--- config.mk ---
export PLATFORM = sky130hd
export DESIGN_NAME = mreg_bank
export DESIGN_NICKNAME = d
export VERILOG_FILES = /design/src/design/mreg_pkg.sv /design/src/design/mreg_read_mux.sv /design/src/design/mreg_bank.sv
export VERILOG_INCLUDE_DIRS = /design/src /design/src/design
export SDC_FILE = /design/constraint.sdc
export NUM_CORES = 1
export LEC_CHECK = 0
export BUFFER_PORTS_ARGS = -buffer_cell sky130_fd_sc_hd__buf_2
export CORE_ASPECT_RATIO = 0.6
export CORE_UTILIZATION = 35
export CTS_BUF_LIST = sky130_fd_sc_hd__clkbuf_8
export DETAILED_ROUTE_END_ITERATION = 16
export GPL_ROUTABILITY_DRIVEN = 0
export PLACE_DENSITY = 0.62
export SYNTH_ARGS = -nofsm -noshare
export SYNTH_HDL_FRONTEND = slang
export SYNTH_SLANG_ARGS = --single-unit
--- constraint.sdc ---
create_clock -name clk -period 2.2 [get_ports clk]
set_clock_uncertainty 0.1 [all_clocks]
set_input_delay 0.22 -clock clk [delete_from_list [all_inputs] [get_ports clk]]
set_output_delay 0.22 -clock clk [all_outputs]
set_load 0.005 [all_outputs]
--- src/design/mreg_cfg.svh ---
`ifndef MREG_CFG_SVH
`define MREG_CFG_SVH

`define MREG_ADDR_ID 8'h40
`define MREG_ADDR_RSVD 8'h41
`define MREG_ADDR_X_LOW 8'h42
`define MREG_ADDR_X_HIGH 8'h43
`define MREG_ADDR_Y_LOW 8'h44
`define MREG_ADDR_Y_HIGH 8'h45
`define MREG_ADDR_Z_LOW 8'h46
`define MREG_ADDR_Z_HIGH 8'h47
`define MREG_ADDR_HALL_LOW 8'h48
`define MREG_ADDR_HALL_HIGH 8'h49

// Arbitrary identification value
`define MREG_CHIP_IDENTITY 8'h5a

`define MREG_XY_W 13
`define MREG_Z_W 15
`define MREG_HALL_W 14

`define MREG_BYTE_ZERO 8'h00
`define MREG_FIX0_2 2'h0
`define MREG_FIX0_1 1'h0
// All data zero, three self-test flags high
`define MREG_RESULT_RST 58'h7

`endif

--- src/design/mreg_pkg.sv ---
`include "mreg_cfg.svh"

package mreg_pkg;

  typedef struct packed {
    logic [`MREG_XY_W-1:0] x;
    logic [`MREG_XY_W-1:0] y;
    logic [`MREG_Z_W-1:0] z;
    logic [`MREG_HALL_W-1:0] hall;
    logic x_selftest_flag;
    logic y_selftest_flag;
    logic z_selftest_flag;
  } mreg_result_t;

  typedef struct packed {
    logic valid;
    logic write;
    logic [7:0] addr;
    logic [7:0] wdata;
  } mreg_req_t;

  typedef enum logic {
    MREG_SUSPEND = 1'b0,
    MREG_SLEEP = 1'b1
  } mreg_pwr_t;

endpackage : mreg_pkg

--- src/design/mreg_read_mux.sv ---
`include "mreg_cfg.svh"

module mreg_read_mux (
  input wire logic [7:0] addr,
  input wire mreg_pkg::mreg_result_t fields,
  input wire logic new_result_flag,
  input wire logic id_open,
  output logic [7:0] rdata
);

  always_comb begin
    case (addr)
      `MREG_ADDR_ID: begin
        rdata = id_open ? `MREG_CHIP_IDENTITY : `MREG_BYTE_ZERO;
      end
      `MREG_ADDR_X_LOW: begin
        rdata = {fields.x[4:0], `MREG_FIX0_2, fields.x_selftest_flag};
      end
      `MREG_ADDR_X_HIGH: begin
        rdata = fields.x[12:5];
      end
      `MREG_ADDR_Y_LOW: begin
        rdata = {fields.y[4:0], `MREG_FIX0_2, fields.y_selftest_flag};
      end
      `MREG_ADDR_Y_HIGH: begin
        rdata = fields.y[12:5];
      end
      `MREG_ADDR_Z_LOW: begin
        rdata = {fields.z[6:0], fields.z_selftest_flag};
      end
      `MREG_ADDR_Z_HIGH: begin
        rdata = fields.z[14:7];
      end
      `MREG_ADDR_HALL_LOW: begin
        rdata = {fields.hall[5:0], `MREG_FIX0_1, new_result_flag};
      end
      `MREG_ADDR_HALL_HIGH: begin
        rdata = fields.hall[13:6];
      end
      // Reserved slot and unmapped offsets read zero
      default: begin
        rdata = `MREG_BYTE_ZERO;
      end
    endcase
  end

endmodule : mreg_read_mux

--- src/design/mreg_bank.sv ---
// Notes on behaviour
// - The identification byte reads back only while the power state is sleep, else zero.
// - The identification register holds a fixed 8-bit code that writes never change.
// - X field is 13 bits, bits 4..0 in low bits 7..3, bits 12..5 in high, low bits 2..1 zero.
// - Y field is 13 bits, bits 4..0 in low bits 7..3, bits 12..5 in high, low bits 2..1 zero.
// - Z field is 15 bits, bits 6..0 in low bits 7..1 and bits 14..7 in the high register.
// - Each axis low register carries its self-test flag in bit 0, one after reset.
// - Hall resistance bits 5..0 sit in bits 7..2 of the hall low register, bit 1 reads zero.
// - Bit 0 of the hall low register is the new result flag, set when fresh results land.
// - The slot right after the identification register is reserved and reads zero.
// - Hall resistance bits 13..6 sit in the register after the hall low register.
// - Setting the power control bit moves suspend to sleep, clearing it returns to suspend.
`include "mreg_cfg.svh"

module mreg_bank (
  input wire logic clk,
  input wire logic rst,
  input wire mreg_pkg::mreg_req_t reg_req,
  input wire logic result_valid,
  input wire mreg_pkg::mreg_result_t result_data,
  input wire logic power_ctl,
  output logic [7:0] reg_rdata,
  output logic reg_rvalid,
  output logic awake,
  output logic new_result_flag
);

  ////////////////////////////////////////////////////////////////////////////////
  function automatic logic is_read(input mreg_pkg::mreg_req_t r);
    is_read = r.valid && !r.write;
  endfunction : is_read

  function automatic logic read_at(input mreg_pkg::mreg_req_t r, input logic [7:0] a);
    read_at = is_read(r) && (r.addr == a);
  endfunction : read_at

  mreg_pkg::mreg_pwr_t pwr_q;
  mreg_pkg::mreg_pwr_t pwr_d;
  mreg_pkg::mreg_result_t fields_q;
  logic new_result_flag_q;
  logic [7:0] mux_rdata;

  ////////////////////////////////////////////////////////////////////////////////
  // Power state follows the control bit one edge later
  always_comb begin
    unique case (pwr_q)
      mreg_pkg::MREG_SUSPEND: begin
        pwr_d = power_ctl ? mreg_pkg::MREG_SLEEP : mreg_pkg::MREG_SUSPEND;
      end
      mreg_pkg::MREG_SLEEP: begin
        pwr_d = power_ctl ? mreg_pkg::MREG_SLEEP : mreg_pkg::MREG_SUSPEND;
      end
    endcase
  end

  always_ff @(posedge clk) begin
    if (rst) begin
      pwr_q <= mreg_pkg::MREG_SUSPEND;
      awake <= 1'b0;
    end else begin
      pwr_q <= pwr_d;
      awake <= (pwr_d == mreg_pkg::MREG_SLEEP);
    end
  end

  ////////////////////////////////////////////////////////////////////////////////
  // Results only enter from the measurement side; the host has no write path
  always_ff @(posedge clk) begin
    if (rst) begin
      fields_q <= `MREG_RESULT_RST;
    end else if (result_valid) begin
      fields_q <= result_data;
    end
  end

  // Set wins over the clear so a result landing during the read is not lost
  always_ff @(posedge clk) begin
    if (rst) begin
      new_result_flag_q <= 1'b0;
    end else if (result_valid) begin
      new_result_flag_q <= 1'b1;
    end else if (read_at(reg_req, `MREG_ADDR_HALL_LOW)) begin
      new_result_flag_q <= 1'b0;
    end
  end

  always_ff @(posedge clk) begin
    if (rst) begin
      new_result_flag <= 1'b0;
    end else begin
      new_result_flag <= result_valid | (new_result_flag_q & ~read_at(reg_req, `MREG_ADDR_HALL_LOW));
    end
  end

  ////////////////////////////////////////////////////////////////////////////////
  mreg_read_mux u_mux (
    .addr(reg_req.addr),
    .fields(fields_q),
    .new_result_flag(new_result_flag_q),
    .id_open(pwr_q == mreg_pkg::MREG_SLEEP),
    .rdata(mux_rdata)
  );

  // Read answers one edge after the request; writes get no answer
  always_ff @(posedge clk) begin
    if (rst) begin
      reg_rdata <= `MREG_BYTE_ZERO;
      reg_rvalid <= 1'b0;
    end else begin
      reg_rvalid <= is_read(reg_req);
      if (is_read(reg_req)) begin
        reg_rdata <= mux_rdata;
      end
    end
  end

  ////////////////////////////////////////////////////////////////////////////////
  property p_id_gated;
    @(posedge clk) disable iff (rst)
    read_at(reg_req, `MREG_ADDR_ID) && pwr_q == mreg_pkg::MREG_SUSPEND
      |=> reg_rvalid && reg_rdata == `MREG_BYTE_ZERO;
  endproperty
  a_id_gated: assert property (p_id_gated) else $error("id readable in suspend");

  property p_id_value;
    @(posedge clk) disable iff (rst)
    read_at(reg_req, `MREG_ADDR_ID) && awake |=> reg_rdata == `MREG_CHIP_IDENTITY;
  endproperty
  a_id_value: assert property (p_id_value) else $error("wrong id byte");

  property p_x_low;
    @(posedge clk) disable iff (rst)
    read_at(reg_req, `MREG_ADDR_X_LOW)
      |=> reg_rdata == {$past(fields_q.x[4:0]), `MREG_FIX0_2, $past(fields_q.x_selftest_flag)};
  endproperty
  a_x_low: assert property (p_x_low) else $error("x low byte wrong");

  property p_x_high;
    @(posedge clk) disable iff (rst)
    read_at(reg_req, `MREG_ADDR_X_HIGH) |=> reg_rdata == $past(fields_q.x[12:5]);
  endproperty
  a_x_high: assert property (p_x_high) else $error("x high byte wrong");

  property p_y_low;
    @(posedge clk) disable iff (rst)
    read_at(reg_req, `MREG_ADDR_Y_LOW)
      |=> reg_rdata == {$past(fields_q.y[4:0]), `MREG_FIX0_2, $past(fields_q.y_selftest_flag)};
  endproperty
  a_y_low: assert property (p_y_low) else $error("y low byte wrong");

  property p_y_high;
    @(posedge clk) disable iff (rst)
    read_at(reg_req, `MREG_ADDR_Y_HIGH) |=> reg_rdata == $past(fields_q.y[12:5]);
  endproperty
  a_y_high: assert property (p_y_high) else $error("y high byte wrong");

  property p_z_pair;
    @(posedge clk) disable iff (rst)
    read_at(reg_req, `MREG_ADDR_Z_LOW) && !result_valid
      ##1 read_at(reg_req, `MREG_ADDR_Z_HIGH) && !result_valid
      |=> {reg_rdata, $past(reg_rdata[7:1])} == fields_q.z;
  endproperty
  a_z_pair: assert property (p_z_pair) else $error("z value split wrong");

  property p_z_low;
    @(posedge clk) disable iff (rst)
    read_at(reg_req, `MREG_ADDR_Z_LOW)
      |=> reg_rdata == {$past(fields_q.z[6:0]), $past(fields_q.z_selftest_flag)};
  endproperty
  a_z_low: assert property (p_z_low) else $error("z low byte wrong");

  property p_selftest_reset;
    @(posedge clk)
    rst ##1 !rst && !$past(result_valid)
      |-> fields_q.x_selftest_flag && fields_q.y_selftest_flag && fields_q.z_selftest_flag;
  endproperty
  a_selftest_reset: assert property (p_selftest_reset) else $error("self-test flag not one");

  property p_hall_low;
    @(posedge clk) disable iff (rst)
    read_at(reg_req, `MREG_ADDR_HALL_LOW)
      |=> reg_rdata[1] == 1'b0 && reg_rdata[7:2] == $past(fields_q.hall[5:0]);
  endproperty
  a_hall_low: assert property (p_hall_low) else $error("hall low byte wrong");

  property p_new_result_flag_set;
    @(posedge clk) disable iff (rst)
    result_valid |=> new_result_flag_q ##0 new_result_flag;
  endproperty
  a_new_result_flag_set: assert property (p_new_result_flag_set) else $error("new result flag not set");

  property p_new_result_flag_clear;
    @(posedge clk) disable iff (rst)
    read_at(reg_req, `MREG_ADDR_HALL_LOW) && !result_valid |=> !new_result_flag_q && !new_result_flag;
  endproperty
  a_new_result_flag_clear: assert property (p_new_result_flag_clear) else $error("new result flag not cleared");

  property p_reserved;
    @(posedge clk) disable iff (rst)
    read_at(reg_req, `MREG_ADDR_RSVD) |=> reg_rdata == `MREG_BYTE_ZERO;
  endproperty
  a_reserved: assert property (p_reserved) else $error("reserved slot not zero");

  property p_hall_high;
    @(posedge clk) disable iff (rst)
    read_at(reg_req, `MREG_ADDR_HALL_HIGH) |=> reg_rdata == $past(fields_q.hall[13:6]);
  endproperty
  a_hall_high: assert property (p_hall_high) else $error("hall high byte wrong");

  property p_power;
    @(posedge clk) disable iff (rst)
    $changed(power_ctl) |=> awake == $past(power_ctl)
      ##1 awake == $past(power_ctl, 2) || $changed(awake);
  endproperty
  a_power: assert property (p_power) else $error("power state did not follow");

  property p_write_ignored;
    @(posedge clk) disable iff (rst)
    reg_req.valid && reg_req.write && !result_valid |=> $stable(fields_q) && !reg_rvalid;
  endproperty
  a_write_ignored: assert property (p_write_ignored) else $error("write changed data");

  c_id_read: cover property (@(posedge clk) disable iff (rst)
    awake ##0 read_at(reg_req, `MREG_ADDR_ID) ##1 reg_rvalid);
  c_result_read: cover property (@(posedge clk) disable iff (rst)
    result_valid ##1 read_at(reg_req, `MREG_ADDR_HALL_LOW) ##1 !new_result_flag_q);
  c_set_beats_clear: cover property (@(posedge clk) disable iff (rst)
    result_valid && read_at(reg_req, `MREG_ADDR_HALL_LOW) ##1 new_result_flag_q);
  c_power_cycle: cover property (@(posedge clk) disable iff (rst)
    awake ##1 !awake);

endmodule : mreg_bank

Word level (Yosys, flattened, before mapping)
Cells that the tools add are included.

Flip-flop bits (word level): 70. Bits of input ports: 80. Output and inout bits: 11.

Bitwise gates (word level): 3. Eq/ne operators: 9. Multiplexer cells: 5. Reduce and logical (&&, ||, !) cells: 4.

Operators with widths (number): equality test 8 x 7 -> 1 bit, second input constant (9); case mux 8 bit (9 select lines) (1); two-way mux 7 bit (1); two-way mux 1 bit (3); logical AND 1 bit (2); nonzero test 2 bit (1); bitwise AND 1 bit (1); zero test 1 bit (1); NOT 1 bit (1); OR 1 bit (1).

Longest topological paths before layout
Depth in word-level cells: 6. Gate-level depth with buffers: 7. Depth with buffers taken out: 4.

Cells and area by module
A second synthesis with hierarchy kept.

Cells, all modules: 316. Area, all modules: 3131.8 um^2.

By module, submodules not included: mreg_bank (area each 2498.6 um^2, times used 1, cells an instance 237, seq. area each 1401.3 um^2); mreg_read_mux (area each 633.1 um^2, times used 1, cells an instance 79, seq. area each 0.0 um^2).

Least setup slack after synthesis
OpenSTA, ideal clock, no wires.

Kind: input -> register. Start: input port reg_req[13] in the netlist's numbering. End: register reg_rdata[5]. Stages on the path: 5. Required time: 2027 ps. Data arrival time: 1600 ps. Path buffers: 1. Slack: 426 ps. Cell sequence: or4b_1 > buf_2 > nor4_4 > nand2b_2 > o211ai_2.

Longest elaborated chain between the ends: 2. Elaborated cells on any way between the ends: 10. Classes of those cells: eq/ne: 9; mux: 1.

Ends and longest elaborated chain: start: declaration (RTL line mreg_bank.sv:18) `input wire mreg_pkg::mreg_req_t reg_req,`; equality test 8 x 7 -> 1 bit (RTL line mreg_read_mux.sv:12) `case (addr)`; case mux 8 bit (9 select lines) * (RTL line mreg_read_mux.sv:12); end signal: assignment (RTL line mreg_bank.sv:107) `` reg_rdata <= `MREG_BYTE_ZERO; ``; end signal: assignment (RTL line mreg_bank.sv:112) `reg_rdata <= mux_rdata;`; end: declaration (RTL line mreg_bank.sv:22) `output logic [7:0] reg_rdata,`.

Mark *: on every way between the ends. The rest lies on a longest branch, timed or not. A chain may end at the register's enable or synchronous reset.

Worst setup path after layout
Start: register pwr_q. End: register reg_rdata[4].

Longest elaborated chain between the ends: 2.

Ends and longest elaborated chain: start: declaration (RTL line mreg_bank.sv:37) `mreg_pkg::mreg_pwr_t pwr_q;`; start signal: assignment (RTL line mreg_bank.sv:58) `pwr_q <= mreg_pkg::MREG_SUSPEND;`; start signal: assignment (RTL line mreg_bank.sv:61) `pwr_q <= pwr_d;`; two-way mux 7 bit (no line); case mux 8 bit (9 select lines) (RTL line mreg_read_mux.sv:12).

No other way between the ends.

==> flow_summary.json <==
{
  "synthMuxAreaShare_pct": 25.4,
  "synth-edff-count": 0,
  "ys.warnings.count": 0,
  "reg2reg_setup_slack_ps": 620,
  "routed_wl_um": 7730,
  "layoutNonFillerInstCount": 525,
  "fmax_mhz": 632,
  "finalHoldViolCount": 0,
  "path_class": "flip-flop to flip-flop",
  "drt_iter0_drc": 108,
  "grt_pass1_wl_um": 12600,
  "placed_area_um2": 3630,
  "critPathMaxFanout": 5,
  "finalSetupViolCount": 0,
  "synth_common_cells": "dfxtp_1 (70), mux2i_1 (67), nor2_1 (62)",
  "seq_area_um2": 1400,
  "peakVddDrop_v": 0.000417,
  "multi_input_comb_area_um2": 1560,
  "ys_seq_elements": 70,
  "fin_nets": 490,
  "post_cts_buffers": 0,
  "drc": 0,
  "relSlewSlack_pct": 57.3,
  "wl_per_cell_um": 14.7,
  "synthSimpleGateAreaFrac_pct": 16.3,
  "viasPerCell": 4.97,
  "r2r-end": "reg_rdata[4]$_SDFFE_PP0P_",
  "critical-path-max-stage-delay_ps": 470,
  "rows": 26,
  "r2r_start": "pwr_q$_SDFF_PP0_",
  "synth_cell_types": 41,
  "die_y_um": 74.6,
  "hp-class": "input pin to flip-flop",
  "period_share_pct": 71.9,
  "antenna_found_initial": 0,
  "hpwl_um": 5670,
  "ios": 91,
  "grt-ovfl-total": 0,
  "synth_area_leaders": "dfxtp_1 (46%), mux2i_1 (22%), nor2_1 (7.6%)",
  "die_w_um": 123,
  "io_buffers": 82,
  "cts_tree": "built",
  "cts-root-buf": "clkbuf_8",
  "cp-start-kind": "flip-flop",
  "post-synth-top-count-cell": "dfxtp_1",
  "synthesis.nets": 387,
  "critPathCaptureType": "flip-flop",
  "clk_path_buf_depth": 2,
  "core_um2": 8520,
  "diodes": 0,
  "power_density_nw_per_um2": 662,
  "drv_slew": 0,
  "synth_top_area_share_pct": 45.5,
  "postRouteAntennaNets": 0,
  "grt_usage_pct": 18.7,
  "tightest_slew_ps": 632,
  "outcome": "complete, no violations",
  "syn_area_per_cell_um2": 10.0,
  "numCtsBuffers": 9,
  "cts_sinks": 70,
  "grt_max_degree": 41,
  "synthFlopType": "dfxtp_1",
  "rsz0062_at_grt": "no",
  "dieArea_um2": 9190,
  "crit_slowest_cell": "dfxtp_1",
  "p_total_mw": 2.67,
  "cts_hold_buf": 23,
  "n_fill_cell": 830,
  "cap_viol_max_count": 0,
  "clock_latency_ps": 350,
  "hold_depth": 3,
  "synth_compound_area_share_pct": 9.02,
  "dr.pass1.iters": 4,
  "place_inst": 488,
  "seq_area_frac_synth_pct": 45.5,
  "cp_cell_sequence": "nor4b_1 > a21oi_1 > or3_1 > a211oi_1",
  "clk_pin_slew_ps": 60,
  "required_ps": 2360,
  "synth_top_family_by_area": "multiplexers",
  "htree_levels": 3,
  "synth_top_area_cell": "dfxtp_1",
  "grt_pass1_vias": 2606,
  "min_to": "fields_q[56]$_SDFFE_PP0P_",
  "power_leakage_nw": 1.86,
  "vias": 2610,
  "floorplan.initialDensity_pct": 36.1,
  "syn-cell-area_um2": 3080,
  "cts_resized": 0,
  "post-route-min-period_ps": 1580,
  "drive_above_1_share_pct": 28.3,
  "critPathArrivalTime_ps": 1740,
  "setup_tns_ps": 0,
  "area_growth_pct": 31.0,
  "final_area_um2": 4030,
  "synthCells": 307,
  "synth_xor_area_share_pct": 0,
  "async_reset_ff_share_pct": 0,
  "hp-start": "result_data[56]",
  "synth-adder-area-share_pct": 0,
  "reg2reg_depth": 4
}
-- cell families after synthesis --
group / count (synthesis)
simple gates: 100
mux: 72
buf+inv: 28
compound gates: 37
flops: 70
-- cell usage in the layout, fill, tap and decap left out, drive strengths merged, types with 6 or more instances in the layout --
| master | count |
|---|---|
| a21oi | 6 |
| a22o | 6 |
| buf | 93 |
| clkbuf | 12 |
| dfxtp | 70 |
| dlygate4sd3 | 23 |
| mux2i | 67 |
| nor2 | 62 |
| nor2b | 8 |
-- power breakdown --
group | leakage, nW | internal (mW) | switching [mW]
Sequential | 0.577 | 1.34 | 0.0363
Combinational | 1.19 | 0.197 | 0.173
Clock | 0.0955 | 0.483 | 0.443
Total | 1.86 | 2.02 | 0.652
-- stage by stage --
step                util, %  hold WS [ps]  setup slack, ps
finish                 47.3          9.41              619
CTS                    47.3        0.0406              633
global placement       42.6           328              309
floorplan                 -           242              426
global route           47.3          1.99              524
detailed placement     42.6           334              280
-- metal layers --
metal | GRT usage, % | share of wire [%]
met5 | 0 | 0
met1 | 25.8 | 52
met3 | 6.67 | 6.6
met2 | 27.5 | 40
met4 | 5.89 | 0.89
-- how the worst max path moves through the flow --
stage	start	to	slack, ps
after floorplan	reg_req[13]	reg_rdata[5]$_SDFFE_PP0P_	430
after global placement	reg_req[9]	reg_rdata[1]$_SDFFE_PP0P_	310
after detailed placement	reg_req[9]	reg_rdata[1]$_SDFFE_PP0P_	280
after CTS	pwr_q$_SDFF_PP0_	reg_rdata[4]$_SDFFE_PP0P_	630
after global routing	reg_req[9]	reg_rdata[1]$_SDFFE_PP0P_	520
final	pwr_q$_SDFF_PP0_	reg_rdata[4]$_SDFFE_PP0P_	620
-- sequential cells by signal, indices dropped and copies added, names as in the netlist --
name	cells
fields_q	58
reg_rdata	8
new_result_flag	1
new_result_flag_q	1
pwr_q	1
reg_rvalid	1
-- cell type report --
cell class | instances | share of cell area (%)
tap | 112 | 3.48
clock inverter | 2 | 0.217
inverter | 4 | 0.372
sequential | 70 | 34.8
timing repair buffer | 116 | 18.3
clock buffer | 12 | 4.10
multi-input combinational | 209 | 38.8
-- worst max-delay path: cells and delay by family, from the launching register on --
| kind | cells | cell delay [ps] |
|---|---|---|
| AND/OR/NAND/NOR | 2 | 610 |
| flip-flops | 1 | 470 |
| AO/OA/AOI/OAI | 2 | 310 |
Power figures use the tool's default switching activity.
